$ cat config.mk
export PLATFORM = sky130hd
export DESIGN_NAME = fcs_sequencer
export DESIGN_NICKNAME = d
export VERILOG_FILES = /design/src/hdl/fcs_sync.v /design/src/hdl/fcs_sequencer.v
export VERILOG_INCLUDE_DIRS = /design/src /design/src/hdl
export SDC_FILE = /design/constraint.sdc
export NUM_CORES = 1
export LEC_CHECK = 0
export ABC_CLOCK_PERIOD_IN_PS = 6440
export BUFFER_PORTS_ARGS = -buffer_cell sky130_fd_sc_hd__buf_2
export CAP_MARGIN = 20
export CORE_MARGIN = 3
export CORE_UTILIZATION = 65
export DETAILED_ROUTE_END_ITERATION = 10
export HOLD_SLACK_MARGIN = 0.03
export PLACE_DENSITY = 0.83
export SYNTH_ARGS = -nofsm -noshare
export SYNTH_HDL_FRONTEND = slang
export SYNTH_SLANG_ARGS = --single-unit
$ cat constraint.sdc
create_clock -name mclk_i -period 6.44 [get_ports mclk_i]
set_clock_uncertainty 0.05 [all_clocks]
set_input_delay 0.322 -clock mclk_i [delete_from_list [all_inputs] [get_ports mclk_i]]
set_output_delay 0.322 -clock mclk_i [all_outputs]
set_load 0.02 [all_outputs]
$ cat src/hdl/fcs_consts.vh
`ifndef FCS_CONSTS_VH
`define FCS_CONSTS_VH
// ****************************************
// timing counts, in mains pulses
// ****************************************
`define FCS_CHARGE_PULSES   655360
`define FCS_DELAY_PULSES    7680
`define FCS_CNT_W           20
// ****************************************
// duty frame of 32 mains pulses
// ****************************************
`define FCS_FRAME_W         5
`define FCS_FULL_SLOTS      28
`define FCS_HALF_SLOTS      14
`define FCS_TRK_FULL_SLOTS  2
`define FCS_TRK_HALF_SLOTS  1
// ****************************************
// fast clock timing at 25 MHz
// ****************************************
`define FCS_CLK_HZ          25000000
`define FCS_GATE_HZ         1500
`define FCS_BLINK_HZ        3
// zero-crossings absent for this many mains pulses means battery present
`define FCS_PRESENT_PULSES  4
`endif

$ cat src/hdl/fcs_sync.v
// ****************************************
// two-stage synchroniser for pin inputs
// ****************************************
module fcs_sync #(
    parameter W = 1
) (
    input  wire         mclk_i,
    input  wire         reset_n_i,
    input  wire [W-1:0] async_i,
    output wire [W-1:0] sync_o
);
    reg [W-1:0] meta_q;
    reg [W-1:0] sync_q;

    always @(posedge mclk_i or negedge reset_n_i) begin
        if (!reset_n_i) begin
            meta_q <= {W{1'b0}};
            sync_q <= {W{1'b0}};
        end else begin
            meta_q <= async_i;
            sync_q <= meta_q;
        end
    end

    assign sync_o = sync_q;
endmodule // fcs_sync

$ cat src/hdl/fcs_sequencer.v
// How it works
// - mains pulses time delay and charge; the fast clock times gate and blink
// - fast charge ends after 655360 pulses
// - wait 7680 pulses before fast charge
// - no start outside temperature start window
// - stop at maximum temperature immediately
// - stop when battery exceeds ambient offset
// - fast duty 7/8, or 7/16 rate low
// - rate change never disturbs charge timer
// - idle trickle 1/16, or 1/32 rate low
// - hold input forces trickle, timer continues
// - hold released before timeout resumes fast
// - restart falling edge clears timer, restarts
// - zero-crossings mean no battery present
// - selected half-cycles hold the gate high, dropping it for one clock in every 8333
// - indicator on, blink 3 Hz, steady trickle
`include "fcs_consts.vh"
module fcs_sequencer #(
    parameter CHARGE_PULSES = `FCS_CHARGE_PULSES,
    parameter DELAY_PULSES  = `FCS_DELAY_PULSES,
    parameter RESTART_VAR   = 0
) (
    // clock and reset
    input  wire mclk_i,
    input  wire reset_n_i,
    // pins from the charging stage and sense network
    input  wire mains_pulse_i,
    input  wire batt_cross_i,
    input  wire rate_full_i,
    input  wire hold_restart_i,
    // temperature comparators, high when the condition holds
    input  wire temp_above_high_i,
    input  wire temp_below_low_i,
    input  wire temp_at_max_i,
    input  wire temp_delta_i,
    // outputs
    output reg  thyristor_gate_output_o,
    output reg  indicator_output_o,
    output reg  fast_active_o,
    output reg  batt_present_o
);
    localparam GATE_HALF  = `FCS_CLK_HZ / (2 * `FCS_GATE_HZ);
    localparam BLINK_HALF = `FCS_CLK_HZ / (2 * `FCS_BLINK_HZ);
    // 32-bit copies so each compare can take exactly the bits it needs
    localparam [31:0] GATE_LAST   = GATE_HALF - 1;
    localparam [31:0] BLINK_LAST  = BLINK_HALF - 1;
    localparam [31:0] QUIET_LAST  = `FCS_PRESENT_PULSES - 1;
    localparam [31:0] DELAY_LAST  = DELAY_PULSES - 1;
    localparam [31:0] CHARGE_LAST = CHARGE_PULSES - 1;
    localparam [31:0] FULL_SLOTS  = `FCS_FULL_SLOTS;
    localparam [31:0] HALF_SLOTS  = `FCS_HALF_SLOTS;
    localparam [31:0] TRKF_SLOTS  = `FCS_TRK_FULL_SLOTS;
    localparam [31:0] TRKH_SLOTS  = `FCS_TRK_HALF_SLOTS;
    localparam ST_NOBATT  = 3'd0;
    localparam ST_DELAY   = 3'd1;
    localparam ST_WAIT    = 3'd2;
    localparam ST_FAST    = 3'd3;
    localparam ST_DONE    = 3'd4;

    // slot count threshold against slot number in frame
    function slot_on;
        input [4:0] slot;
        input [5:0] nslots;
        begin
            slot_on = ({1'b0, slot} < nslots);
        end
    endfunction

    // ****************************************
    // pin synchronisation
    // ****************************************
    wire [7:0] pins_s;
    fcs_sync #(.W(8)) u_sync (
        .mclk_i    (mclk_i),
        .reset_n_i (reset_n_i),
        .async_i   ({mains_pulse_i, batt_cross_i, rate_full_i, hold_restart_i,
                     temp_above_high_i, temp_below_low_i, temp_at_max_i, temp_delta_i}),
        .sync_o    (pins_s)
    );
    wire mains_s = pins_s[7];
    wire cross_s = pins_s[6];
    wire rate_s  = pins_s[5];
    wire hold_s  = pins_s[4];
    wire hi_s    = pins_s[3];
    wire lo_s    = pins_s[2];
    wire max_s   = pins_s[1];
    wire dlt_s   = pins_s[0];

    reg mains_d1_q;
    reg cross_d1_q;
    reg hold_d1_q;
    always @(posedge mclk_i or negedge reset_n_i) begin
        if (!reset_n_i) begin
            mains_d1_q <= 1'b0;
            cross_d1_q <= 1'b0;
            hold_d1_q  <= 1'b0;
        end else begin
            mains_d1_q <= mains_s;
            cross_d1_q <= cross_s;
            hold_d1_q  <= hold_s;
        end
    end
    wire tick     = mains_s & ~mains_d1_q;
    // frame moves on the falling edge so a slot stays fixed for its whole pulse
    wire mains_fall = ~mains_s & mains_d1_q;
    wire cross_ev = cross_s ^ cross_d1_q;
    wire restart  = (RESTART_VAR != 0) & hold_d1_q & ~hold_s;
    wire hold     = (RESTART_VAR == 0) & hold_s;

    // ****************************************
    // battery presence
    // ****************************************
    reg [2:0] quiet_q;
    reg       present_q;
    always @(posedge mclk_i or negedge reset_n_i) begin
        if (!reset_n_i) begin
            quiet_q   <= 3'd0;
            present_q <= 1'b0;
        end else if (cross_ev) begin
            quiet_q   <= 3'd0;
            present_q <= 1'b0;
        end else if (tick) begin
            if (quiet_q == QUIET_LAST[2:0]) begin
                present_q <= 1'b1;
            end else begin
                quiet_q <= quiet_q + 3'd1;
            end
        end
    end

    // ****************************************
    // sequencer and counters
    // ****************************************
    reg [2:0]             state_q;
    reg [`FCS_CNT_W-1:0]  cnt_q;
    reg [4:0]             frame_q;
    wire temp_ok   = ~hi_s & ~lo_s;
    wire temp_stop = max_s | dlt_s;

    always @(posedge mclk_i or negedge reset_n_i) begin
        if (!reset_n_i) begin
            state_q <= ST_NOBATT;
            cnt_q   <= {`FCS_CNT_W{1'b0}};
            frame_q <= 5'd0;
        end else begin
            if (mains_fall) begin
                frame_q <= frame_q + 5'd1;
            end
            if (!present_q) begin
                state_q <= ST_NOBATT;
                cnt_q   <= {`FCS_CNT_W{1'b0}};
            end else begin
                case (state_q)
                    ST_NOBATT: begin
                        state_q <= ST_DELAY;
                        cnt_q   <= {`FCS_CNT_W{1'b0}};
                    end
                    ST_DELAY: begin
                        if (tick) begin
                            if (cnt_q == DELAY_LAST[`FCS_CNT_W-1:0]) begin
                                state_q <= ST_WAIT;
                                cnt_q   <= {`FCS_CNT_W{1'b0}};
                            end else begin
                                cnt_q <= cnt_q + 1'b1;
                            end
                        end
                    end
                    ST_WAIT: begin
                        if (temp_ok && !temp_stop) begin
                            state_q <= ST_FAST;
                            cnt_q   <= {`FCS_CNT_W{1'b0}};
                        end
                    end
                    ST_FAST: begin
                        if (restart) begin
                            cnt_q <= {`FCS_CNT_W{1'b0}};
                        end else if (temp_stop) begin
                            state_q <= ST_DONE;
                        end else if (tick) begin
                            // counts even while held in trickle; rate never touches it
                            if (cnt_q == CHARGE_LAST[`FCS_CNT_W-1:0]) begin
                                state_q <= ST_DONE;
                            end else begin
                                cnt_q <= cnt_q + 1'b1;
                            end
                        end
                    end
                    ST_DONE: begin
                        if (restart) begin
                            state_q <= ST_WAIT;
                            cnt_q   <= {`FCS_CNT_W{1'b0}};
                        end
                    end
                    default: begin
                        state_q <= ST_NOBATT;
                    end
                endcase
            end
        end
    end

    // ****************************************
    // duty selection and gate train
    // ****************************************
    wire fast_on = (state_q == ST_FAST) & ~hold;
    reg [5:0] slots;
    always @* begin
        if (fast_on) begin
            slots = rate_s ? FULL_SLOTS[5:0] : HALF_SLOTS[5:0];
        end else if (present_q) begin
            slots = rate_s ? TRKF_SLOTS[5:0] : TRKH_SLOTS[5:0];
        end else begin
            slots = 6'd0;
        end
    end
    wire fire = slot_on(frame_q, slots) & mains_s;

    reg [13:0] gate_cnt_q;
    reg [22:0] blink_cnt_q;
    reg        blink_q;
    always @(posedge mclk_i or negedge reset_n_i) begin
        if (!reset_n_i) begin
            gate_cnt_q              <= 14'd0;
            blink_cnt_q             <= 23'd0;
            blink_q                 <= 1'b0;
            thyristor_gate_output_o <= 1'b0;
            indicator_output_o      <= 1'b1;
            fast_active_o           <= 1'b0;
            batt_present_o          <= 1'b0;
        end else begin
            // train restarts each half-cycle so every firing starts with a pulse
            if (!fire) begin
                gate_cnt_q              <= 14'd0;
                thyristor_gate_output_o <= 1'b0;
            end else if (gate_cnt_q == GATE_LAST[13:0]) begin
                gate_cnt_q              <= 14'd0;
                thyristor_gate_output_o <= ~thyristor_gate_output_o;
            end else begin
                gate_cnt_q              <= gate_cnt_q + 14'd1;
                if (gate_cnt_q == 14'd0 && !thyristor_gate_output_o) begin
                    thyristor_gate_output_o <= 1'b1;
                end
            end
            if (blink_cnt_q == BLINK_LAST[22:0]) begin
                blink_cnt_q <= 23'd0;
                blink_q     <= ~blink_q;
            end else begin
                blink_cnt_q <= blink_cnt_q + 23'd1;
            end
            // a held cycle is trickle, so the indicator goes steady then
            indicator_output_o <= fast_on ? blink_q : 1'b1;
            fast_active_o      <= fast_on;
            batt_present_o     <= present_q;
        end
    end
endmodule // fcs_sequencer

# Word-level counts from Yosys, hierarchy flattened
# Index checks and enable logic that the tools add are counted.
# totals
out_inout_bits,4
wordCells,102
input_bits,10
register_bits,92
# classes
mux,33
eq_ne,21
add_sub_neg,5
n_reduce_logical,12
bitwise,14
n_lt_le_gt_ge,1
# op_table
op,count
$mux W20,7
$pmux W20 S4,1
$mux W3,10
$mux W14,2
$add A23 B1 Y23 const B,1
$eq A23 B22 Y1 const B,1
$mux W23,1
$add A20 B1 Y20 const B,1
$eq A20 B13 Y1 const B,1
$eq A20 B20 Y1 const B,1
$ne A3 B3 Y1 const B,6
$pmux W3 S5,1
$add A14 B1 Y14 const B,1
$eq A14 B14 Y1 const B,1
$logic_not A14 Y1,1
$reduce_and A6 Y1,2
$mux W5,2
$eq A3 B2 Y1 const B,3
$ne A4 B4 Y1 const B,2
$mux W1,7
$not A1 Y1,7
$lt A5 B6 Y1,1
$add A5 B1 Y5 const B,1
$and A1 B1 Y1,5
other kinds (14),20

# Longest topological paths before layout
# Gate-level depths: netlist of the first run.
# logic_depth
word_depth,6
ltp_mapped,10
mapped_depth_nobuf,10

# By module
# From an unflattened synthesis of the first run, not the netlist that was laid out.
# hier_totals
cells_unflattened,421
hier_area_um2,4414.2
# modules_own_cells
mod,area_each_um2,instances,cells_each,seq_area_each_um2
fcs_sequencer,4013.8,1,405,1903.1
fcs_sync,400.4,1,16,400.4

# Worst setup path after synthesis of the first run
# No wires, ideal clock.
# synth_timing
path_type,flip-flop to flip-flop
start,register state_q[2]
end,register gate_cnt_q[13]
arrival_ns,2.498
period_less_slack_ns,2.671
path_stages_with_launch,11
path_buffers,0
path_slack_ns,3.769
path_cell_list,dfrtp_1 > and2b_4 > nand2_1 > nor2_1 > mux2_2 > ha_1 > o211ai_1 > nor4bb_1 > a21oi_1 > a21o_1 > nor2_1
# synth_between
elab_chain_cells,6
# synth_lines
item,line,rtl
"start, declared",fcs_sequencer.v:134,reg [2:0] state_q;
"start signal, assigned",fcs_sequencer.v:142,state_q <= ST_NOBATT;
"start signal, assigned",fcs_sequencer.v:150,state_q <= ST_NOBATT;
"start signal, assigned",fcs_sequencer.v:155,state_q <= ST_DELAY;
$eq A3 B2 Y1,fcs_sequencer.v:205,wire fast_on = (state_q == ST_FAST) & ~hold;
$and A1 B1 Y1,fcs_sequencer.v:205,
named net fast_on,fcs_sequencer.v:205,
$mux W5,fcs_sequencer.v:208,if (fast_on) begin
$lt A5 B6 Y1,fcs_sequencer.v:65,"slot_on = ({1'b0, slot} < nslots);"
$and A1 B1 Y1,fcs_sequencer.v:216,"wire fire = slot_on(frame_q, slots) & mains_s;"
$mux W14,fcs_sequencer.v:232,if (!fire) begin
"end signal, assigned",fcs_sequencer.v:239,gate_cnt_q <= gate_cnt_q + 14'd1;
"end, declared",fcs_sequencer.v:218,reg [13:0] gate_cnt_q;
# The timed path passes the listed nets, and every way through them passes these cells.
# A chain may end at the register's enable or synchronous reset.

# Worst setup path after layout of the first run
# layout_timing
start,register state_q[2]
end,register gate_cnt_q[7]
# Same word-level chain as after synthesis.

==> impl_results.md, run 1 <==
* Post-route DRC at 0
* Clk slew on worst S/H paths at 0.10 ns
* Final Core Density at 0.736
* Outcome: complete, no violations
* Leakage at 0.00201 uW
* Antenna Violating Nets Remaining at 0
* Adder-cell share of the synthesized area at 0.0317
* Die Area at 0.00770 mm^2
* Drt total wl at 8.01 mm
* H-tree depth at 3
* Core area at 0.00642 mm^2
* Post-synthesis simple-gate area fraction at 0.209
* Port buffer count at 13
* Fraction of synthesized area in multiplexers at 0.0147
* Worst-skew pair later-pin latency at 0.36 ns
* Layout cells sized above 1 at 0.107
* Setup bufs post-CTS at 0
* Total negative slack at 0 ns
* Most frequent cells in the layout: 91 x dfrtp_1, 55 x nor2_1, 31 x nand2_1
* Synthesized net count at 440
* Sequential share of the synthesized area at 0.530
* Crit path max fanout at 9
* CTS Buf Count at 9
* Area grow syn2layout at 8.90%
* Diode count at 0
* Post-DP Area at 0.00445 mm^2
* Via/cell ratio at 5.87
* Largest family of logic cells by synthesized area: simple AND/OR/NAND/NOR gates
* Max-cap viol count at 0
* Cell count of the worst hold path at 0
* Max-slew violations at 0
* Fmax at 0.324 GHz
* Hold-fix buffers, CTS at 9
* GP Congestion at 0.838
* Die H at 87.7 um
* Ranking of synthesized cells by area: dfrtp_1 52%, nor2_1 4.8%, xor2_1 4.2%, ha_1 3.2%, nand3_1 3.0%
* Largest net degree at the start of global routing at 62
* Area fraction in compound gates after synthesis at 0.118
* Max stage delay on crit path at 0.57 ns
* Most common cell after layout, fill and taps aside: dfrtp_1
* DPL Wire Length at 5.44 mm
* CP most frequent cell: nor2_1
* Dominant synthesized flop cell: dfrtp_1
* Slowest cell on the critical path: a21oi_1
* Worst min path class: reg2reg
* Reg2reg setup slack at 3.35 ns
* Critical path capture point type: flip-flop
* Via Count at 3074
* Worst r2r src: state_q[2]
* Hold wc startpoint: u_sync.meta_q[5]
* Initial Utilization at 0.676
* Drt pass-1 iters at 5
* Yosys Warn Count at 0
* Reg2Reg Depth at 10
* Critical Path RT at 6.64 ns
* Worst path cell trace: and2b_4, nand2_1, nor2_1, mux2_2, ha_1, o211ai_1, nor4bb_1, a21oi_1, a21o_1, nor2_1
* Row count at 29
* Synth Cell Area at 0.00434 mm^2
* GRT Util Overall at 0.234
* Non-filler instance count after layout at 524
* Wire per inst at 15.3 um
* Asr flop ratio synth at 1.00
* Starting DRT DRC Count at 196
* CTS resizes at 0
* Die extent in x at 87.7 um
* Crit path time final at 3.09 ns
* Slew @ Worst Pin at 0.848 ns
* Synth Register Bits at 92
* RSZ-0062 raised after global routing: no
* Root Buffer: clkbuf_8
* CP Class: reg2reg
* Initial antenna violation count at 0
* EDFF count, synth at 0
* CTS tree: done
* Endpoints failing setup at 0
* Synth Instances at 419
* CP startpoint kind: flip-flop
* FF-to-FF End: gate_cnt_q[7]
* Worst Hold End: u_sync.sync_o[5]
* I/O pins at 14
* Final worst-path cycle share at 0.480
* Final instance area at 0.00473 mm^2
* Cell Pwr Density at 241 mW/mm^2
* Vias in the first global route at 3084
* Slew margin rel. at 0.433
* Nets at 463
* Synth top area share at 0.524
* Global-route wire length before repair at 14.0 mm
* Xor and xnor area share after synthesis at 0.0706
* # placed instances at 499
* Synth cell types at 53
* CTS max path bufs at 2
* Cell taking the most area after synthesis: dfrtp_1
* Syn avg cell area at 10.4 um^2
* Peak supply drop at 227 uV
* CTS sink count at 92
* Global route total overflow at 0
* CP arrival at 3.30 ns
* Final Hold Vio Count at 0
## logic make-up (layout without fill, tap and decap cells)
logic type	count (synthesis)	in the layout
AOI/OAI and AO/OA	76	76
xor gates and xnor gates	35	35
adders and majority gates	11	11
buffers and inverters	23	51
DFF	92	92
muxes	6	6
and+or+nand+nor	176	176
## power by group
group | internal, uW | leakage (uW) | switching (uW)
combinational | 55.8 | 0.000701 | 72.5
clock | 151 | 0.0000997 | 220
sequential | 608 | 0.00121 | 32.9
## state kept, by name, indices dropped and copies added, names as in the netlist
signal	count
u_sync.sync_o	8
u_sync.meta_q	8
cross_d1_q	1
blink_q	1
quiet_q	3
state_q	3
blink_cnt_q	23
gate_cnt_q	14
fast_active_o	1
frame_q	5
present_q	1
batt_present_o	1
indicator_output_o	1
thyristor_gate_output_o	1
cnt_q	20
mains_d1_q	1
## area by class of cell
| class | count | area, um^2 |
|---|---|---|
| sequential | 92 | 2300 |
| clock buffer | 9 | 124 |
| timing repair buffer | 23 | 165 |
| tap | 77 | 96.3 |
| multi-input combinational | 304 | 1930 |
| fill | 442 | 1690 |
| inverter | 12 | 45.0 |
| clock inverter | 7 | 67.6 |
## worst max path at each step
stage	from	end	slack, ns	depth (start not counted)
floorplan	state_q[2]	gate_cnt_q[13]	3.77	10
global placement	state_q[2]	gate_cnt_q[3]	3.44	10
detailed placement	state_q[2]	gate_cnt_q[2]	3.38	10
CTS	state_q[2]	gate_cnt_q[2]	3.36	10
global route	state_q[2]	gate_cnt_q[2]	3.11	10
finish	state_q[2]	gate_cnt_q[7]	3.35	10
## worst max-delay path, delay by kind of cell, from the launching register on
kind | cells | cell delay (ns)
compound gates | 3 | 0.93
simple gates | 5 | 0.89
flops | 1 | 0.45
mux | 1 | 0.37
fa+ha+maj | 1 | 0.29
## per-layer routing
metal | wire (um) | vias up | GRT usage
met4 | 74 | 0 | 0.0823
met5 | 0 | - | 0
li1 | - | 1524 | -
met2 | 3920 | 61 | 0.366
met1 | 3770 | 1480 | 0.315
met3 | 246 | 9 | 0.0659
## Yosys cell counts, drive strengths merged, types with 3 or more instances
cell type,n
dfrtp,91
nor2,55
o21ai,32
nand2,31
nand3,26
xor2,21
xnor2,14
nand4,13
inv,12
a21oi,11
ha,11
o31ai,9
and3,8
buf,6
nor2b,6
nor4,6
clkbuf,5
a211oi,4
a31oi,4
nand3b,4
o41ai,4
a21boi,3
and2,3
mux2,3
mux2i,3
nand2b,3
nor3,3
nor3b,3
nor4bb,3
o211ai,3
or2,3
## stage by stage
| step | power [uW] | hold WS, ns | setup slack, ns |
|---|---|---|---|
| 6_report | 1140 | 0.306 | 3.35 |
| 5_1_grt | 1200 | 0.314 | 3.11 |
| 4_1_cts | 1150 | 0.308 | 3.36 |
| 3_5_place_dp | 776 | 0.225 | 3.38 |
| 3_3_place_gp | 766 | 0.222 | 3.44 |
| 2_1_floorplan | 727 | -0.0236 | 3.77 |
Power figures use the tool's default switching activity.
==> inputs of run 2 (changes only) <==
ABC_CLOCK_PERIOD_IN_PS = 2480   (was 6440)
CORE_UTILIZATION = 56   (was 65)
PLACE_DENSITY = 0.76   (was 0.83)
clock period = 2.48 ns   (was 6.44 ns; I/O delays follow)
==> run 2 against run 1 <==
Core utilization decreased by 6.6 points. Combinational power increased to 3.1 times the previous value. Count of clock-buffer cells in the layout grew 1. Global-route usage down 2.6 points. Worst hold slack got worse by 0.052 ns. Design area is 4.4% higher. Setup slack worse by 3.2 ns. Clock power rose to 2.5 times the previous value. Maximum frequency up 33%. Register-to-register slack got worse by 3.2 ns. Largest cell class unchanged. Highest routed layer unchanged.
==> impl_results.md, run 2 (synthesized netlist as in run 1, its figures left out) <==
* Outcome: complete, no violations
* Layout cells sized above 1 at 0.152 (+0.0441)
* Wire per inst at 14.9 um (-2.3%)
* Antenna Violating Nets Remaining at 0 (unchanged)
* Initial Utilization at 0.589 (-0.0869)
* Die H at 94.1 um (+7.2%)
* Final Hold Vio Count at 0 (unchanged)
* Biggest regs: blink_cnt_q (23), cnt_q (20), gate_cnt_q (14)
* CP Class: reg2reg
* CTS Buf Count at 9 (unchanged)
* H-tree depth at 3 (unchanged)
* Total negative slack at 0 ns (unchanged)
* Initial antenna violation count at 0 (unchanged)
* Final setup margin at 0.154 ns (-3.20 ns)
* Peak supply drop at 467 uV (+110%)
* Fmax at 0.430 GHz (+33%)
* Largest net degree at the start of global routing at 48 (-23%)
* Final worst-path cycle share at 0.938 (+0.458)
* Nets at 478 (+3.2%)
* Reg with most FFs: blink_cnt_q
* Slew @ Worst Pin at 0.588 ns (-0.259 ns)
* Global-route wire length before repair at 14.6 mm (+3.7%)
* Worst min path class: in2async
* Core area at 0.00737 mm^2 (+15%)
* Largest register FFs at 23 (unchanged)
* Via/cell ratio at 5.77 (-1.6%)
* Clk slew on worst S/H paths at 0.10 ns (about the same)
* Vias in the first global route at 3149 (+2.1%)
* Row count at 31 (+6.9%)
* Diode count at 0 (unchanged)
* DPL Wire Length at 5.79 mm (+6.5%)
* CTS max path bufs at 2 (unchanged)
* Max-cap viol count at 0 (unchanged)
* Crit path time final at 2.33 ns (-0.764 ns)
* Global route total overflow at 0 (unchanged)
* CTS tree: done
* Critical path capture point type: flip-flop
* Die extent in x at 94.1 um (+7.2%)
* Starting DRT DRC Count at 115 (-41%)
* Endpoints failing setup at 0 (unchanged)
* Crit path max fanout at 7 (-2)
* Slew margin rel. at 0.608 (+0.175)
* Leakage at 0.00211 uW (+4.7%)
* Worst-skew pair later-pin latency at 0.36 ns (about the same)
* Final Core Density at 0.670 (-0.0661)
* Max-slew violations at 0 (unchanged)
* Root Buffer: clkbuf_8
* Met1 wire length at 3.80 mm (+0.69%)
* CTS sink count at 92 (unchanged)
* CP arrival at 2.56 ns (-0.74 ns)
* Filler Cell Count at 557 (+26%)
* Drt pass-1 iters at 4 (-1)
* Drt total wl at 8.38 mm (+4.6%)
* Routed wl met3 at 311 um (+26%)
* Uppermost layer routed: met4
* GRT Util Overall at 0.208 (-0.0263)
* I/O pins at 14 (unchanged)
* Cell Pwr Density at 609 mW/mm^2 (+150%)
* Critical Path RT at 2.71 ns (-3.93 ns)
* Most common cell after layout, fill and taps aside: dfrtp_1
* Via Count at 3238 (+5.3%)
* Area grow syn2layout at 13.7%
* Port buffer count at 13 (unchanged)
* Post-route DRC at 0 (unchanged)
* Dpl ws at 0.0676 ns (-3.31 ns)
* CP startpoint kind: flip-flop
* Met2 routed WL at 4.12 mm (+5.2%)
* Most frequent cells in the layout: 91 x dfrtp_1, 54 x nor2_1, 30 x nand2_1
* GP Congestion at 0.830 (-1.0%)
* RSZ-0062 raised after global routing: yes
* Die Area at 0.00885 mm^2 (+15%)
[run 2: changes by cell type in the layout (fill, tap and decap cells not counted), sizes merged]
cell / delta
clkbuf: +1
inv: -4
clkinvlp: +3
buf: +15
[run 2: repair_timing]
item / in CTS / in global routing
setup endpoints to repair: 0 / 15
gates resized for setup: 0 / 3
buffers inserted: 0 / 2
endpoints found under the hold margin: 52 / 0
hold buffers: 9 / 0
[run 2: final timing paths]
| kind | cells after the start | slack (ns) | from | to |
|---|---|---|---|---|
| worst max-delay path | 10 | 0.15 | state_q[2] | gate_cnt_q[2] |
| worst min register to register | 0 | 0.29 | u_sync.meta_q[6] | u_sync.sync_o[6] |
| worst min-delay path | 2 | 0.25 | reset_n_i | cnt_q[6] |
| worst max register to register | 10 | 0.15 | state_q[2] | gate_cnt_q[2] |
| max in group asynchronous | 3 | 1.47 | reset_n_i | frame_q[3] |
| min in group mclk_i | 0 | 0.29 | u_sync.meta_q[6] | u_sync.sync_o[6] |
[run 2: report_power, final]
part | switching (uW) | leakage, uW | internal (uW) | total (uW)
logic | 202 | 0.000811 | 195 | 398
clock network | 545 | 0.0000851 | 398 | 943
registers | 87.1 | 0.00121 | 1580 | 1670
[run 2: layer usage]
layer,global-route usage,up-vias
li1,-,1555
met5,0,-
met2,0.341,71
met1,0.268,1599
met3,0.0457,13
met4,0.0818,0
[run 2: cell type report]
type                    instances  area (um^2)  area share
clock inverters                 6         48.8     0.00988
flip-flops and latches         92         2300       0.466
clock buffers                  10          138      0.0279
inverters                      12         45.0     0.00912
repair buffers                 38          290      0.0588
multi-input cells             304         1990       0.403
well taps                      99          124      0.0251
[run 2: critical path: stages, from the launching register on]
cell and delay [ns]:
dfrtp_1 0.40, and2b_4 0.27, nand2_4 0.07, nor2_4 0.12, mux2_4 0.32, ha_4 0.21
o211ai_1 0.15, nor4bb_4 0.22, a21oi_2 0.10, a21o_4 0.22, nor2_1 0.10
[run 2: through the flow]
step,cells,hold WS [ns],instance area [um^2],power (uW)
3_5_place_dp,534,0.124,4630,2050
5_1_grt,561,0.294,4940,3160
2_1_floorplan,419,-0.222,4380,1920
3_3_place_gp,534,0.108,4630,2030
6_report,561,0.254,4940,3010
4_1_cts,559,0.268,4900,3000
==> inputs of run 3 (changes only) <==
REMOVE_ABC_BUFFERS = 1   (was unset)
==> run 3 against run 2 <==
Wire length down 3.8%. First-iteration DRC count up 18%. Sequential power about the same. Maximum frequency down 1.8%. Count of clock-buffer cells in the layout up 4. Combinational power down 11%. Core utilization down 0.61 points. Non-clock buffer count up 1. Die area unchanged. Setup slack worse by 0.043 ns. Sequential share of layout area up 0.43 points. Critical path depth unchanged. Critical path type unchanged. Critical endpoint is now gate_cnt_q[13].
==> impl_results.md, run 3 (synthesized netlist as in run 1, its figures left out) <==
* Outcome: complete, no violations
* Global route total overflow at 0 (unchanged)
* GP Congestion at 0.820 (-1.3%)
* Crit path time final at 2.37 ns (+0.0427 ns)
* Max-slew violations at 0 (unchanged)
* Slew margin rel. at 0.609 (+0.00124)
* Vias in the first global route at 3110 (-1.2%)
* Setup bufs post-CTS at 0 (unchanged)
* DPL Wire Length at 5.75 mm (-0.65%)
* Reg with most FFs: blink_cnt_q
* Peak supply drop at 418 uV (-10%)
* # placed instances at 537 (+0.56%)
* Worst path cell trace: and2b_4, nand2_4, nor2_4, mux2_4, ha_4, o211ai_1, nor4bb_1, a21oi_1, a21o_1, nor2_1
* Final Core Density at 0.664 (-0.00611)
* Endpoints failing setup at 0 (unchanged)
* Most common cell after layout, fill and taps aside: dfrtp_1
* Root Buffer: clkbuf_8
* Core area at 0.00737 mm^2 (unchanged)
* Largest net degree at the start of global routing at 49 (+2.1%)
* Layout cells sized above 1 at 0.140 (-0.0111)
* WP depth at 10 (unchanged)
* CP startpoint kind: flip-flop
* Largest register FFs at 23 (unchanged)
* Total negative slack at 0 ns (unchanged)
* Initial antenna violation count at 0 (unchanged)
* I/O pins at 14 (unchanged)
* Crit path max fanout at 7 (unchanged)
* Diode count at 0 (unchanged)
* Clk slew on worst S/H paths at 0.08 ns (-0.02 ns)
* Drt total wl at 8.06 mm (-3.8%)
* H-tree depth at 3 (unchanged)
* Post-route DRC at 0 (unchanged)
* Reg2Reg Depth at 10 (unchanged)
* Max stage delay on crit path at 0.39 ns (about the same)
* CTS Buf Count at 9 (unchanged)
* Via Count at 3193 (-1.4%)
* Worst min path class: in2async
* Cell Pwr Density at 598 mW/mm^2 (-1.8%)
* CTS tree: done
* Biggest regs: blink_cnt_q (23), cnt_q (20), gate_cnt_q (14)
* Starting DRT DRC Count at 136 (+18%)
* CTS sink count at 92 (unchanged)
* Max-cap viol count at 0 (unchanged)
* Most frequent cells in the layout: 91 x dfrtp_1, 54 x nor2_1, 30 x nand2_1
* Critical path capture point type: flip-flop
* Critical Path RT at 2.71 ns (about the same)
* Drt pass-1 iters at 4 (unchanged)
* RSZ-0062 raised after global routing: no
* Area grow syn2layout at 12.7%
* Fmax at 0.422 GHz (-1.8%)
* CP arrival at 2.60 ns (+0.04 ns)
* Leakage at 0.00211 uW (-0.12%)
* Wire per inst at 14.3 um (-4.0%)
* Port buffer count at 13 (unchanged)
* Final Hold Vio Count at 0 (unchanged)
* Reg2reg setup slack at 0.11 ns (-0.04 ns)
* Slew @ Worst Pin at 0.586 ns (-0.00186 ns)
* Global-route wire length before repair at 14.4 mm (-1.3%)
* CP delay by family, top: simple AND/OR/NAND/NOR gates
* Via/cell ratio at 5.68 (-1.6%)
* Final worst-path cycle share at 0.955 (+0.0172)
* GRT Util Overall at 0.205 (-0.00309)
* CTS max path bufs at 2 (unchanged)
* Row count at 31 (unchanged)
* Buf/Inv on CP at 0 (unchanged)
* Non-filler instance count after layout at 562 (+0.18%)
* CP Class: reg2reg
* Worst-skew pair later-pin latency at 0.35 ns (about the same)
* Die Area at 0.00885 mm^2 (unchanged)
* Slowest cell on the critical path: dfrtp_1
* Antenna Violating Nets Remaining at 0 (unchanged)
* Nets at 479 (+0.21%)
* Die H at 94.1 um (unchanged)
* Die extent in x at 94.1 um (unchanged)
* Initial Utilization at 0.589 (unchanged)
==> run 3: worst paths after layout <==
kind,startpoint,endpoint
setup reg to reg,state_q[2],gate_cnt_q[13]
hold reg to reg,u_sync.meta_q[5],u_sync.sync_o[5]
hold / removal,reset_n_i,cnt_q[5]
min in group mclk_i,u_sync.meta_q[5],u_sync.sync_o[5]
setup / recovery,state_q[2],gate_cnt_q[13]
max in group asynchronous,reset_n_i,indicator_output_o
==> run 3: power by group <==
| part | switching (uW) | total, uW | internal, uW | leakage, uW |
|---|---|---|---|---|
| registers | 87.9 | 1670 | 1580 | 0.00121 |
| clock network | 486 | 905 | 418 | 0.0000905 |
| logic | 187 | 355 | 168 | 0.000803 |
| total | 761 | 2930 | 2160 | 0.00211 |
==> run 3: what timing repair did <==
action                                  4_1_cts  5_1_grt
resized for setup                             1        6
pin swaps                                     0        5
gates cloned                                  0        0
endpoints found under the setup margin        2       14
hold buffers                                  9        0
hold endpoints to repair                     53        0
==> run 3: area by class of cell <==
| type | count | area (um^2) |
|---|---|---|
| fill | 578 | 2470 |
| sequential | 92 | 2300 |
| multi-input combinational | 304 | 1960 |
| timing repair buffer | 39 | 285 |
| clock buffer | 14 | 163 |
| tap | 99 | 124 |
| inverter | 12 | 45.0 |
| clock inverter | 2 | 10.0 |
==> run 3: per-stage QoR <==
stage / setup WS (ns) / hold slack [ns] / area (um^2) / power, uW
after floorplan: -0.191 / -0.222 / 4280 / 1890
final: 0.111 / 0.264 / 4890 / 2930
after detailed placement: 0.00396 / 0.113 / 4600 / 2030
after CTS: 0.0102 / 0.274 / 4860 / 2940
after global routing: 0.00156 / 0.303 / 4890 / 3080
after global placement: 0.108 / 0.114 / 4600 / 2000
==> run 3: worst register-to-register path: cells and delay by family (launching register included) <==
family                   cells  cell delay (ns)
AND/OR/NAND/NOR              5             0.81
AO/OA/AOI/OAI                3             0.53
adder cells (fa/ha/maj)      1             0.22
flip-flops                   1             0.39
multiplexers                 1             0.32
==> run 3: routing by layer <==
| metal | vias to the layer above | part of all wire | track usage |
|---|---|---|---|
| met2 | 41 | 0.49 | 0.333 |
| met3 | 12 | 0.028 | 0.0409 |
| met4 | 0 | 0.017 | 0.0638 |
| li1 | 1562 | - | - |
| met1 | 1578 | 0.46 | 0.277 |
| met5 | - | 0 | 0 |
